===== src/inc/mms_pkg.sv =====
// mms_pkg: constants for the module management and status block.
// assumes a 25 MHz core clock; all times are converted to cycles here.
`default_nettype none
package mms_pkg;
  // clock
  localparam int CLK_PERIOD_NS = 40;
  // two-wire bus
  localparam logic [6:0] DEV_ADDR      = 7'h50;  // A0h as 8-bit write
  localparam logic [7:0] ID_VALUE      = 8'h5A;  // arbitrary identifier
  localparam int         NUM_UPPER     = 2;
  localparam int         PAGE_BYTES    = 128;
  // lower page offsets
  localparam logic [6:0] OFS_ID        = 7'h00;
  localparam logic [6:0] OFS_STATUS    = 7'h02;
  localparam logic [6:0] OFS_FLAG_LANE = 7'h03;
  localparam logic [6:0] OFS_FLAG_MISC = 7'h04;
  localparam logic [6:0] OFS_MASK_LANE = 7'h64;
  localparam logic [6:0] OFS_MASK_MISC = 7'h65;
  localparam logic [6:0] OFS_PAGE_SEL  = 7'h7F;
  // field positions
  localparam int BIT_NOT_READY  = 0;  // status byte
  localparam int BIT_INIT_DONE  = 0;  // misc flag byte
  localparam int POS_LOS        = 0;  // lane flags [3:0]
  localparam int POS_FAULT      = 4;  // lane flags [7:4]
  // reset values
  localparam logic [7:0] RST_MASK      = 8'h00;
  localparam logic [7:0] RST_PAGE      = 8'h00;
  // timing
  localparam int T_RESET_MIN_NS = 2000;
  localparam int RESET_MIN_CYC  =
    (T_RESET_MIN_NS + CLK_PERIOD_NS - 1) / CLK_PERIOD_NS;
  localparam int T_INIT_MS      = 2000;
  localparam int INIT_CYC       = T_INIT_MS * (1000000 / CLK_PERIOD_NS);
  localparam int INIT_W         = 26;
  localparam int RSTCNT_W       = 6;
  // bus receiver states
  typedef enum logic [2:0] {
    ST_IDLE, ST_ADDR, ST_WR, ST_RD, ST_SKIP
  } mms_bus_st_t;
endpackage
`default_nettype wire

===== src/hdl/mms_mgmt_top.sv =====
// mms_mgmt_top: management memory, flags, interrupt, reset and low-power
// control of a four-lane module, reached over a two-wire serial slave.
// assumes all pin inputs are asynchronous to CLK; SDA is open drain.
`default_nettype none

// two flip-flop synchroniser for a vector of pin levels
module mms_sync #(
  parameter int W = 1
) (
  input  wire logic         clk,    // core clock
  input  wire logic         rst_n,  // async reset
  input  wire logic [W-1:0] d,      // async level
  output logic      [W-1:0] q       // synchronised level
);
  logic [W-1:0] meta_q;
  always_ff @(posedge clk or negedge rst_n) begin
    if (!rst_n) begin
      meta_q <= '0;
      q      <= '0;
    end else begin
      meta_q <= d;
      q      <= meta_q;
    end
  end
endmodule // mms_sync

// Behaviour
// RULE_01 - lower page of 128 bytes always reachable; upper pages share top half
// RULE_02 - flags and monitors in lower page; id and thresholds in upper pages; the id here sits at lower page offset 00h
// RULE_03 - slave answers at device address A0h, interrupt data in one read
// RULE_04 - host reads the flag bytes after interrupt to find cause
// RULE_05 - fully functional within 2000 ms of power-on or reset release
// RULE_06 - only a reset pin low longer than 2 us counts as reset
// RULE_07 - bus answers within 2000 ms after power-on
// RULE_08 - data-not-ready bit clears and interrupt asserts within 2000 ms
// RULE_09 - low-power select high reduces power within 100 us
// RULE_10 - interrupt output goes low within 200 ms of any event
// RULE_11 - flags clear on read; interrupt releases within 500 us
// RULE_12 - loss-of-signal entry sets lane flag and interrupt within 100 ms
// RULE_13 - fully functional means interrupt raised by not-ready clearing
// RULE_14 - mask bit stops or resumes its flag's interrupt within 100 ms
// RULE_15 - bus answers only while module select is low, within 100 us
// RULE_16 - interrupt held while any unmasked flag stays set
// RULE_17 - upper half maps to page last written to page select; here only bit 0 of page select picks one of the 2 upper pages
module mms_mgmt_top
  import mms_pkg::*;
#(
  parameter int INIT_CYCLES = mms_pkg::INIT_CYC  // init time in cycles
) (
  input  wire logic       CLK,               // 25 MHz core clock
  input  wire logic       RSTN,              // async power-on reset
  input  wire logic       SCL,               // serial clock pin
  input  wire logic       SDA_I,             // serial data pin level
  output logic            SDA_O,             // serial data drive value
  output logic            SDA_OE,            // high while pulling SDA
  input  wire logic       MODULE_RESET_N,    // module reset pin
  input  wire logic       MODULE_SELECT_N,   // module select pin
  input  wire logic       LOW_POWER_SELECT,  // low-power mode pin
  input  wire logic [3:0] RX_LOS,            // per-lane loss of signal
  input  wire logic [3:0] TX_FAULT,          // per-lane transmit fault
  output logic            INTERRUPT_OUT_N,   // interrupt, active low
  output logic            LOW_POWER_EN,      // lower power level enable
  output logic            READY              // fully functional
);
  import mms_pkg::*;

  // synchronised pins
  logic [12:0] pins_s;
  logic        scl_s;
  logic        sda_s;
  logic        mrst_n_s;
  logic        msel_n_s;
  logic        lp_s;
  logic [3:0]  los_s;
  logic [3:0]  fault_s;

  mms_sync #(.W(13)) u_sync (
    .clk   (CLK),
    .rst_n (RSTN),
    .d     ({SCL, SDA_I, MODULE_RESET_N, MODULE_SELECT_N,
             LOW_POWER_SELECT, RX_LOS, TX_FAULT}),
    .q     (pins_s)
  );
  assign {scl_s, sda_s, mrst_n_s, msel_n_s, lp_s, los_s, fault_s} = pins_s;

  // state
  mms_bus_st_t        st_q;
  logic [3:0]         cnt_q;
  logic [7:0]         sh_q;
  logic [7:0]         tx_q;
  logic [7:0]         ptr_q;
  logic               first_q;
  logic               scl_p_q;
  logic               sda_p_q;
  logic [3:0]         los_p_q;
  logic [3:0]         fault_p_q;
  logic [7:0]         flag_lane_q;
  logic               flag_init_q;
  logic [7:0]         mask_lane_q;
  logic [7:0]         mask_misc_q;
  logic [7:0]         page_q;
  logic               not_ready_q;
  logic [INIT_W-1:0]  init_cnt_q;
  logic [RSTCNT_W-1:0] rst_cnt_q;
  logic [7:0]         upper_q [NUM_UPPER][PAGE_BYTES];

  // bus condition decode
  wire scl_rise = scl_s & ~scl_p_q;
  wire scl_fall = ~scl_s & scl_p_q;
  wire bus_start = scl_s & scl_p_q & sda_p_q & ~sda_s;
  wire bus_stop  = scl_s & scl_p_q & ~sda_p_q & sda_s;
  wire selected  = ~msel_n_s;
  wire active    = (st_q == ST_ADDR) | (st_q == ST_WR) | (st_q == ST_RD);
  wire byte_end  = scl_fall & active & (cnt_q == 4'h8);
  wire rd_go     = (st_q == ST_ADDR) & sh_q[0];
  wire rd_load   = byte_end & ((st_q == ST_RD) | rd_go);
  wire wr_data   = byte_end & (st_q == ST_WR) & ~first_q;
  wire [6:0] ofs = ptr_q[6:0];
  wire upper     = ptr_q[7];
  wire pg        = page_q[0];

  // module reset pin qualification
  wire rst_hold  = (rst_cnt_q == RSTCNT_W'(RESET_MIN_CYC));
  wire init_end  = ~rst_hold & not_ready_q &
                   (init_cnt_q == INIT_W'(INIT_CYCLES - 1));

  // read data selection
  logic [7:0] rd_byte;
  always_comb begin
    rd_byte = 8'h00;
    if (upper) begin
      rd_byte = upper_q[pg][ofs];                              // RULE_17
    end else begin
      case (ofs)                                               // RULE_01
        OFS_ID:        rd_byte = ID_VALUE;
        OFS_STATUS:    rd_byte = 8'(not_ready_q) << BIT_NOT_READY;
        OFS_FLAG_LANE: rd_byte = flag_lane_q;                  // RULE_02
        OFS_FLAG_MISC: rd_byte = 8'(flag_init_q) << BIT_INIT_DONE;
        OFS_MASK_LANE: rd_byte = mask_lane_q;
        OFS_MASK_MISC: rd_byte = mask_misc_q;
        OFS_PAGE_SEL:  rd_byte = page_q;
        default:       rd_byte = 8'h00;
      endcase
    end
  end

  // clear-on-read strobes carry only the bits that were shown
  wire [7:0] clr_lane = (rd_load & ~upper & (ofs == OFS_FLAG_LANE)) ?
                        rd_byte : 8'h00;
  wire       clr_init = rd_load & ~upper & (ofs == OFS_FLAG_MISC) &
                        rd_byte[BIT_INIT_DONE];
  wire [7:0] ev_lane;
  assign ev_lane[POS_LOS +: 4]   = los_s & ~los_p_q;
  assign ev_lane[POS_FAULT +: 4] = fault_s & ~fault_p_q;

  wire irq = |(flag_lane_q & ~mask_lane_q) |
             (flag_init_q & ~mask_misc_q[BIT_INIT_DONE]);

  // edge history
  always_ff @(posedge CLK or negedge RSTN) begin
    if (!RSTN) begin
      scl_p_q   <= 1'b0;
      sda_p_q   <= 1'b0;
      los_p_q   <= 4'h0;
      fault_p_q <= 4'h0;
    end else begin
      scl_p_q   <= scl_s;
      sda_p_q   <= sda_s;
      los_p_q   <= los_s;
      fault_p_q <= fault_s;
    end
  end

  // module reset pin: a low shorter than the minimum is ignored
  always_ff @(posedge CLK or negedge RSTN) begin
    if (!RSTN) begin
      rst_cnt_q <= '0;
    end else if (mrst_n_s) begin
      rst_cnt_q <= '0;
    end else if (!rst_hold) begin
      rst_cnt_q <= rst_cnt_q + RSTCNT_W'(1);                   // RULE_06
    end
  end

  // initialisation timer
  always_ff @(posedge CLK or negedge RSTN) begin
    if (!RSTN) begin
      init_cnt_q  <= '0;
      not_ready_q <= 1'b1;
    end else if (rst_hold) begin
      init_cnt_q  <= '0;
      not_ready_q <= 1'b1;
    end else if (init_end) begin
      not_ready_q <= 1'b0;                                     // RULE_08
    end else if (not_ready_q) begin
      init_cnt_q  <= init_cnt_q + INIT_W'(1);                  // RULE_05
    end
  end

  // flags: a new event wins over a clearing read in the same cycle
  always_ff @(posedge CLK or negedge RSTN) begin
    if (!RSTN) begin
      flag_lane_q <= 8'h00;
      flag_init_q <= 1'b0;
    end else if (rst_hold) begin
      flag_lane_q <= 8'h00;
      flag_init_q <= 1'b0;
    end else begin
      flag_lane_q <= (flag_lane_q & ~clr_lane) | ev_lane;      // RULE_12
      flag_init_q <= (flag_init_q & ~clr_init) | init_end;     // RULE_13
    end
  end

  // host-written control bytes in the lower page
  always_ff @(posedge CLK or negedge RSTN) begin
    if (!RSTN) begin
      mask_lane_q <= RST_MASK;
      mask_misc_q <= RST_MASK;
      page_q      <= RST_PAGE;
    end else if (wr_data & ~upper) begin
      if (ofs == OFS_MASK_LANE) mask_lane_q <= sh_q;           // RULE_14
      if (ofs == OFS_MASK_MISC) mask_misc_q <= sh_q;
      if (ofs == OFS_PAGE_SEL)  page_q      <= sh_q;           // RULE_17
    end
  end

  // upper page storage, no reset: contents are host data
  always_ff @(posedge CLK) begin
    if (wr_data & upper) begin
      upper_q[pg][ofs] <= sh_q;                                // RULE_02
    end
  end

  // two-wire slave; SDA changes only after SCL falls, or at once on deselect
  always_ff @(posedge CLK or negedge RSTN) begin
    if (!RSTN) begin
      st_q    <= ST_IDLE;
      cnt_q   <= 4'h0;
      sh_q    <= 8'h00;
      tx_q    <= 8'h00;
      ptr_q   <= 8'h00;
      first_q <= 1'b0;
      SDA_OE  <= 1'b0;
    end else if (!selected) begin
      st_q    <= ST_IDLE;                                      // RULE_15
      SDA_OE  <= 1'b0;
    end else if (bus_start) begin
      st_q    <= ST_ADDR;
      // the scl fall that follows start wraps this to zero before bit 7
      cnt_q   <= 4'hF;
      SDA_OE  <= 1'b0;
    end else if (bus_stop) begin
      st_q    <= ST_IDLE;
      SDA_OE  <= 1'b0;
    end else if (active & scl_rise) begin
      if (cnt_q != 4'h8) begin
        sh_q <= {sh_q[6:0], sda_s};
      end else if ((st_q == ST_RD) & sda_s) begin
        st_q <= ST_SKIP;
      end
    end else if (active & scl_fall) begin
      if (cnt_q == 4'h7) begin
        cnt_q <= 4'h8;
        case (st_q)
          ST_ADDR: begin
            if (sh_q[7:1] == DEV_ADDR) begin
              SDA_OE <= 1'b1;                                  // RULE_03
            end else begin
              st_q <= ST_SKIP;
            end
          end
          ST_WR:   SDA_OE <= 1'b1;
          default: SDA_OE <= 1'b0;
        endcase
      end else if (cnt_q == 4'h8) begin
        cnt_q <= 4'h0;
        if (rd_load) begin
          st_q   <= ST_RD;
          tx_q   <= rd_byte;
          SDA_OE <= ~rd_byte[7];
          ptr_q  <= ptr_q + 8'h01;
        end else if (st_q == ST_ADDR) begin
          st_q    <= ST_WR;
          first_q <= 1'b1;
          SDA_OE  <= 1'b0;
        end else begin
          SDA_OE  <= 1'b0;
          first_q <= 1'b0;
          ptr_q   <= first_q ? sh_q : ptr_q + 8'h01;
        end
      end else begin
        cnt_q <= cnt_q + 4'h1;
        if (st_q == ST_RD) begin
          tx_q   <= {tx_q[6:0], 1'b0};
          SDA_OE <= ~tx_q[6];
        end
      end
    end
  end

  // pin-level outputs
  always_ff @(posedge CLK or negedge RSTN) begin
    if (!RSTN) begin
      SDA_O           <= 1'b0;
      INTERRUPT_OUT_N <= 1'b1;
      LOW_POWER_EN    <= 1'b0;
      READY           <= 1'b0;
    end else begin
      SDA_O           <= 1'b0;
      INTERRUPT_OUT_N <= ~irq;                 // RULE_10 RULE_11 RULE_16
      LOW_POWER_EN    <= lp_s;                                 // RULE_09
      READY           <= ~not_ready_q & ~rst_hold;             // RULE_07
    end
  end

endmodule // mms_mgmt_top
`default_nettype wire


===== config.mk =====
export PLATFORM = sky130hd
export DESIGN_NAME = mms_mgmt_top
export DESIGN_NICKNAME = d
export VERILOG_FILES = /design/src/inc/mms_pkg.sv /design/src/hdl/mms_mgmt_top.sv
export SDC_FILE = /design/constraint.sdc
export NUM_CORES = 2
export LEC_CHECK = 0
export ABC_CLOCK_PERIOD_IN_PS = 8100
export BUFFER_PORTS_ARGS = -buffer_cell sky130_fd_sc_hd__buf_2
export CORE_MARGIN = 2
export CORE_UTILIZATION = 55
export DETAILED_ROUTE_END_ITERATION = 12
export GPL_ROUTABILITY_DRIVEN = 0
export GPL_TIMING_DRIVEN = 0
export PLACE_DENSITY_LB_ADDON = 0.12
export SKIP_LAST_GASP = 1
export SLEW_MARGIN = 20
export SYNTH_ARGS = -nofsm -noshare
export SYNTH_HDL_FRONTEND = slang
export SYNTH_SLANG_ARGS = --single-unit

===== constraint.sdc =====
create_clock -name CLK -period 8.1 [get_ports CLK]
set_input_delay 1.62 -clock CLK [delete_from_list [all_inputs] [get_ports CLK]]
set_output_delay 1.62 -clock CLK [all_outputs]
set_load 0.005 [all_outputs]

==> results.py <==
metrics = {
    "status": {
        "status": "complete, but fails checks",
        "violations": "max-capacitance violations",
    },
    "die": {
        "initial_core_util": 0.554,
        "io_pins": 20,
        "die_w_um": 398,
        "rows": 144,
        "fp.coreArea_mm2": 0.154,
        "die_height_um": 398,
        "die-area_mm2": 0.158,
    },
    "worst_setup_path": {
        "crit_arrival_ns": 7.90,
        "regToRegSetupSlack_ns": 0.67,
        "cp.required_ns": 8.57,
        "crit_fanout": 11,
        "start_kind": "flip-flop",
        "critPathKind": "flip-flop to flip-flop",
        "cp-end-kind": "flip-flop",
    },
    "synthesis": {
        "synth_area_per_cell_um2": 20.2,
        "ys.warnings.count": 0,
        "ys_ff_latch": 2185,
        "syn_nets": 4259,
        "synth_edf_count": 2048,
        "yosysSeqAreaShare": 0.761,
        "ys_async_sr_fraction": 0.0627,
        "synth_flop_cell": "edfxtp_1",
        "syn-cell-area_mm2": 0.0854,
        "ys_types": 82,
        "netlist_instances": 4235,
    },
    "global_routing": {
        "antenna_found_initial": 30,
        "grt_pass1_wl_um": 425000,
        "grt_max_degree": 91,
        "track_usage": 0.414,
        "grt_overflow": 0,
        "first_global_vias": 46200,
    },
    "timing": {
        "timing.slew.headroom": 0.00838,
        "fmax_mhz": 135,
        "rsz0062_at_grt": "no",
        "slew_violations": 0,
        "min_period_over_period": 0.918,
        "hold_violations": 0,
        "skew_ns": 0.0451,
        "worst_slew_pin_slew_ns": 1.48,
        "setup_viol": 0,
        "layout_min_cycle_time_ns": 7.43,
    },
    "placement": {
        "dp.cells": 6366,
        "dpl.hpwl_um": 212000,
        "io_buffers": 18,
    },
    "routing": {
        "ant_nets": 0,
        "vias_per_cell": 7.46,
        "wl_per_cell_um": 48.0,
        "drt-total-wl_um": 326000,
        "drc": 0,
        "drt-pass1-iter-count": 9,
        "drt_iter0_drc": 10700,
        "vias": 50700,
    },
    "layout": {
        "drive_gt1_frac": 0.242,
        "area_growth_pct": 13.6,
        "final_cell_mix": "edfxtp_1, mux4_2, nor2_1",
        "multi_input_area_mm2": 0.0191,
        "fillCellCount": 10600,
        "num-nets-final": 4565,
        "seq_area_mm2": 0.0650,
        "final_common_cell": "edfxtp_1",
        "final_cells": 6800,
    },
    "power": {
        "pwr_density_cell_mw_per_mm2": 232,
        "leakage_nw": 29.9,
        "finalPower_mw": 22.5,
        "ir_drop_v": 0.000232,
    },
    "clock_tree": {
        "root_buffer": "clkbuf_16",
        "post_cts_buffers": 0,
        "tritoncts": "built",
        "cts_resized": 0,
        "clk_latency_ns": 0.87,
        "cts_max_level": 4,
        "cts.sinks": 2185,
        "cts_hold_buf": 0,
        "cts_made_buffers": 216,
        "cts.clk_slew.worst_paths_ns": 0.06,
        "clockBufferDepth": 3,
    },
    "min_path": {
        "hp-class": "flip-flop to flip-flop",
    },
    "job": {
        "drv_cap": 1,
    },
}
-- cell families (layout without fill, tap and decap cells) --
logic type | after synthesis | count (layout) | synth area share
other | 1 | 26 | 0.0000439
adders and majority gates | 9 | 9 | 0.00132
muxes | 645 | 645 | 0.149
xor gates and xnor gates | 14 | 14 | 0.00144
DFF | 2185 | 2185 | 0.761
buffers and inverters | 274 | 770 | 0.0159
and+or+nand+nor | 682 | 682 | 0.0367
AOI/OAI and AO/OA | 425 | 425 | 0.0348
-- worst max-delay path: stages (launching register included) --
cell      delay (ns)
dfrtp_1         0.40
buf_2           0.33
buf_2           0.38
buf_2           0.75
buf_2           0.79
buf_2           0.83
clkbuf_1        0.69
nor2_1          0.23
nand2_1         1.05
buf_2           0.93
nor2_1          0.51
-- through the flow --
| stage | utilization | hold WS, ns | worst slack [ns] | setup TNS (ns) | area, um2 |
|---|---|---|---|---|---|
| finish | 0.629 | 0.350 | 0.668 | 0 | 96900 |
| global route | 0.629 | 0.358 | 1.16 | 0 | 96900 |
| CTS | 0.629 | 0.349 | 1.41 | 0 | 96800 |
| detailed placement | 0.584 | 0.335 | 1.42 | 0 | 89900 |
| global placement | 0.571 | 0.339 | -1.32 | -7.83 | 88000 |
| floorplan | - | 0.331 | 3.24 | 0 | 85400 |
-- cells in the mapped netlist (all sizes together), types with 5 or more instances --
master | instances | area [um2]
o31ai | 15 | 113
nand2b | 16 | 100
nand3b | 6 | 45.0
buf | 124 | 791
nand4 | 34 | 213
xor2 | 5 | 43.8
dfrtp | 135 | 3380
clkbuf | 125 | 469
and2 | 8 | 50.1
a22o | 20 | 175
or3 | 9 | 56.3
mux4 | 498 | 11200
o21ai | 41 | 205
o211ai | 18 | 135
a22oi | 140 | 1050
nor2b | 18 | 113
inv | 24 | 90.1
nand3 | 50 | 250
and4 | 5 | 43.8
a211oi | 7 | 52.6
a21oi | 85 | 425
nand2 | 116 | 435
o41ai | 6 | 52.6
nand4bb | 5 | 56.3
a2111oi | 5 | 50.0
nor3 | 32 | 160
mux2 | 31 | 349
and3 | 8 | 50.1
o2111ai | 5 | 43.8
nor2 | 339 | 1270
nor4 | 12 | 81.3
ha | 9 | 113
a31oi | 12 | 75.1
mux2i | 116 | 1160
xnor2 | 9 | 78.8
a221oi | 13 | 114
edfxtp | 2048 | 61500
o22ai | 17 | 106
-- layer usage --
| layer | up-vias | global-route usage | routed length [um] |
|---|---|---|---|
| met5 | - | 0.0200 | 497 |
| met4 | 31 | 0.273 | 26900 |
| met3 | 1149 | 0.204 | 57900 |
| met2 | 5176 | 0.551 | 133000 |
| met1 | 26200 | 0.536 | 108000 |
| li1 | 18200 | - | - |
-- registers in the layout, summed over array words and instances, names as in the netlist, 3 cells and up --
signal and flops:
u_sync.q 13, st_q 3, u_sync.meta_q 13, init_cnt_q 26, upper_q 2048, ptr_q 8
cnt_q 4, mask_lane_q 8, fault_p_q 4, sh_q 8, tx_q 7, page_q 8
mask_misc_q 8, los_p_q 4, rst_cnt_q 6, flag_lane_q 8
-- path summary, 6_finish.rpt --
| kind | startpoint | to | depth (start not counted) |
|---|---|---|---|
| max reg2reg | ptr_q[0]$_DFFE_PN0P_ | upper_q[1][200]$_DFFE_PP_ | 10 |
| max in group asynchronous | RSTN | sh_q[0]$_DFFE_PN0P_ | 2 |
| min | u_sync.meta_q[7]$_DFF_PN0_ | u_sync.q[7]$_DFF_PN0_ | 0 |
| max | ptr_q[0]$_DFFE_PN0P_ | upper_q[1][200]$_DFFE_PP_ | 10 |
| min reg2reg | u_sync.meta_q[7]$_DFF_PN0_ | u_sync.q[7]$_DFF_PN0_ | 0 |
| min in group asynchronous | RSTN | u_sync.q[3]$_DFF_PN0_ | 1 |
-- power breakdown --
| part | internal (mW) | switching (mW) | total (mW) |
|---|---|---|---|
| logic | 0.0541 | 0.155 | 0.209 |
| registers | 12.2 | 0.0305 | 12.3 |
| clock network | 5.52 | 4.47 | 9.99 |
| total | 17.8 | 4.65 | 22.5 |
-- cell type report --
cell class	count	share of cell area
tap	2044	0.0264
buffer	249	0.0140
clock inverter	135	0.0132
antenna	25	0.000645
timing repair buffer	88	0.0187
sequential	2185	0.670
inverter	25	0.000968
multi-input combinational	1776	0.197
clock buffer	273	0.0585
Power figures use the tool's default switching activity.
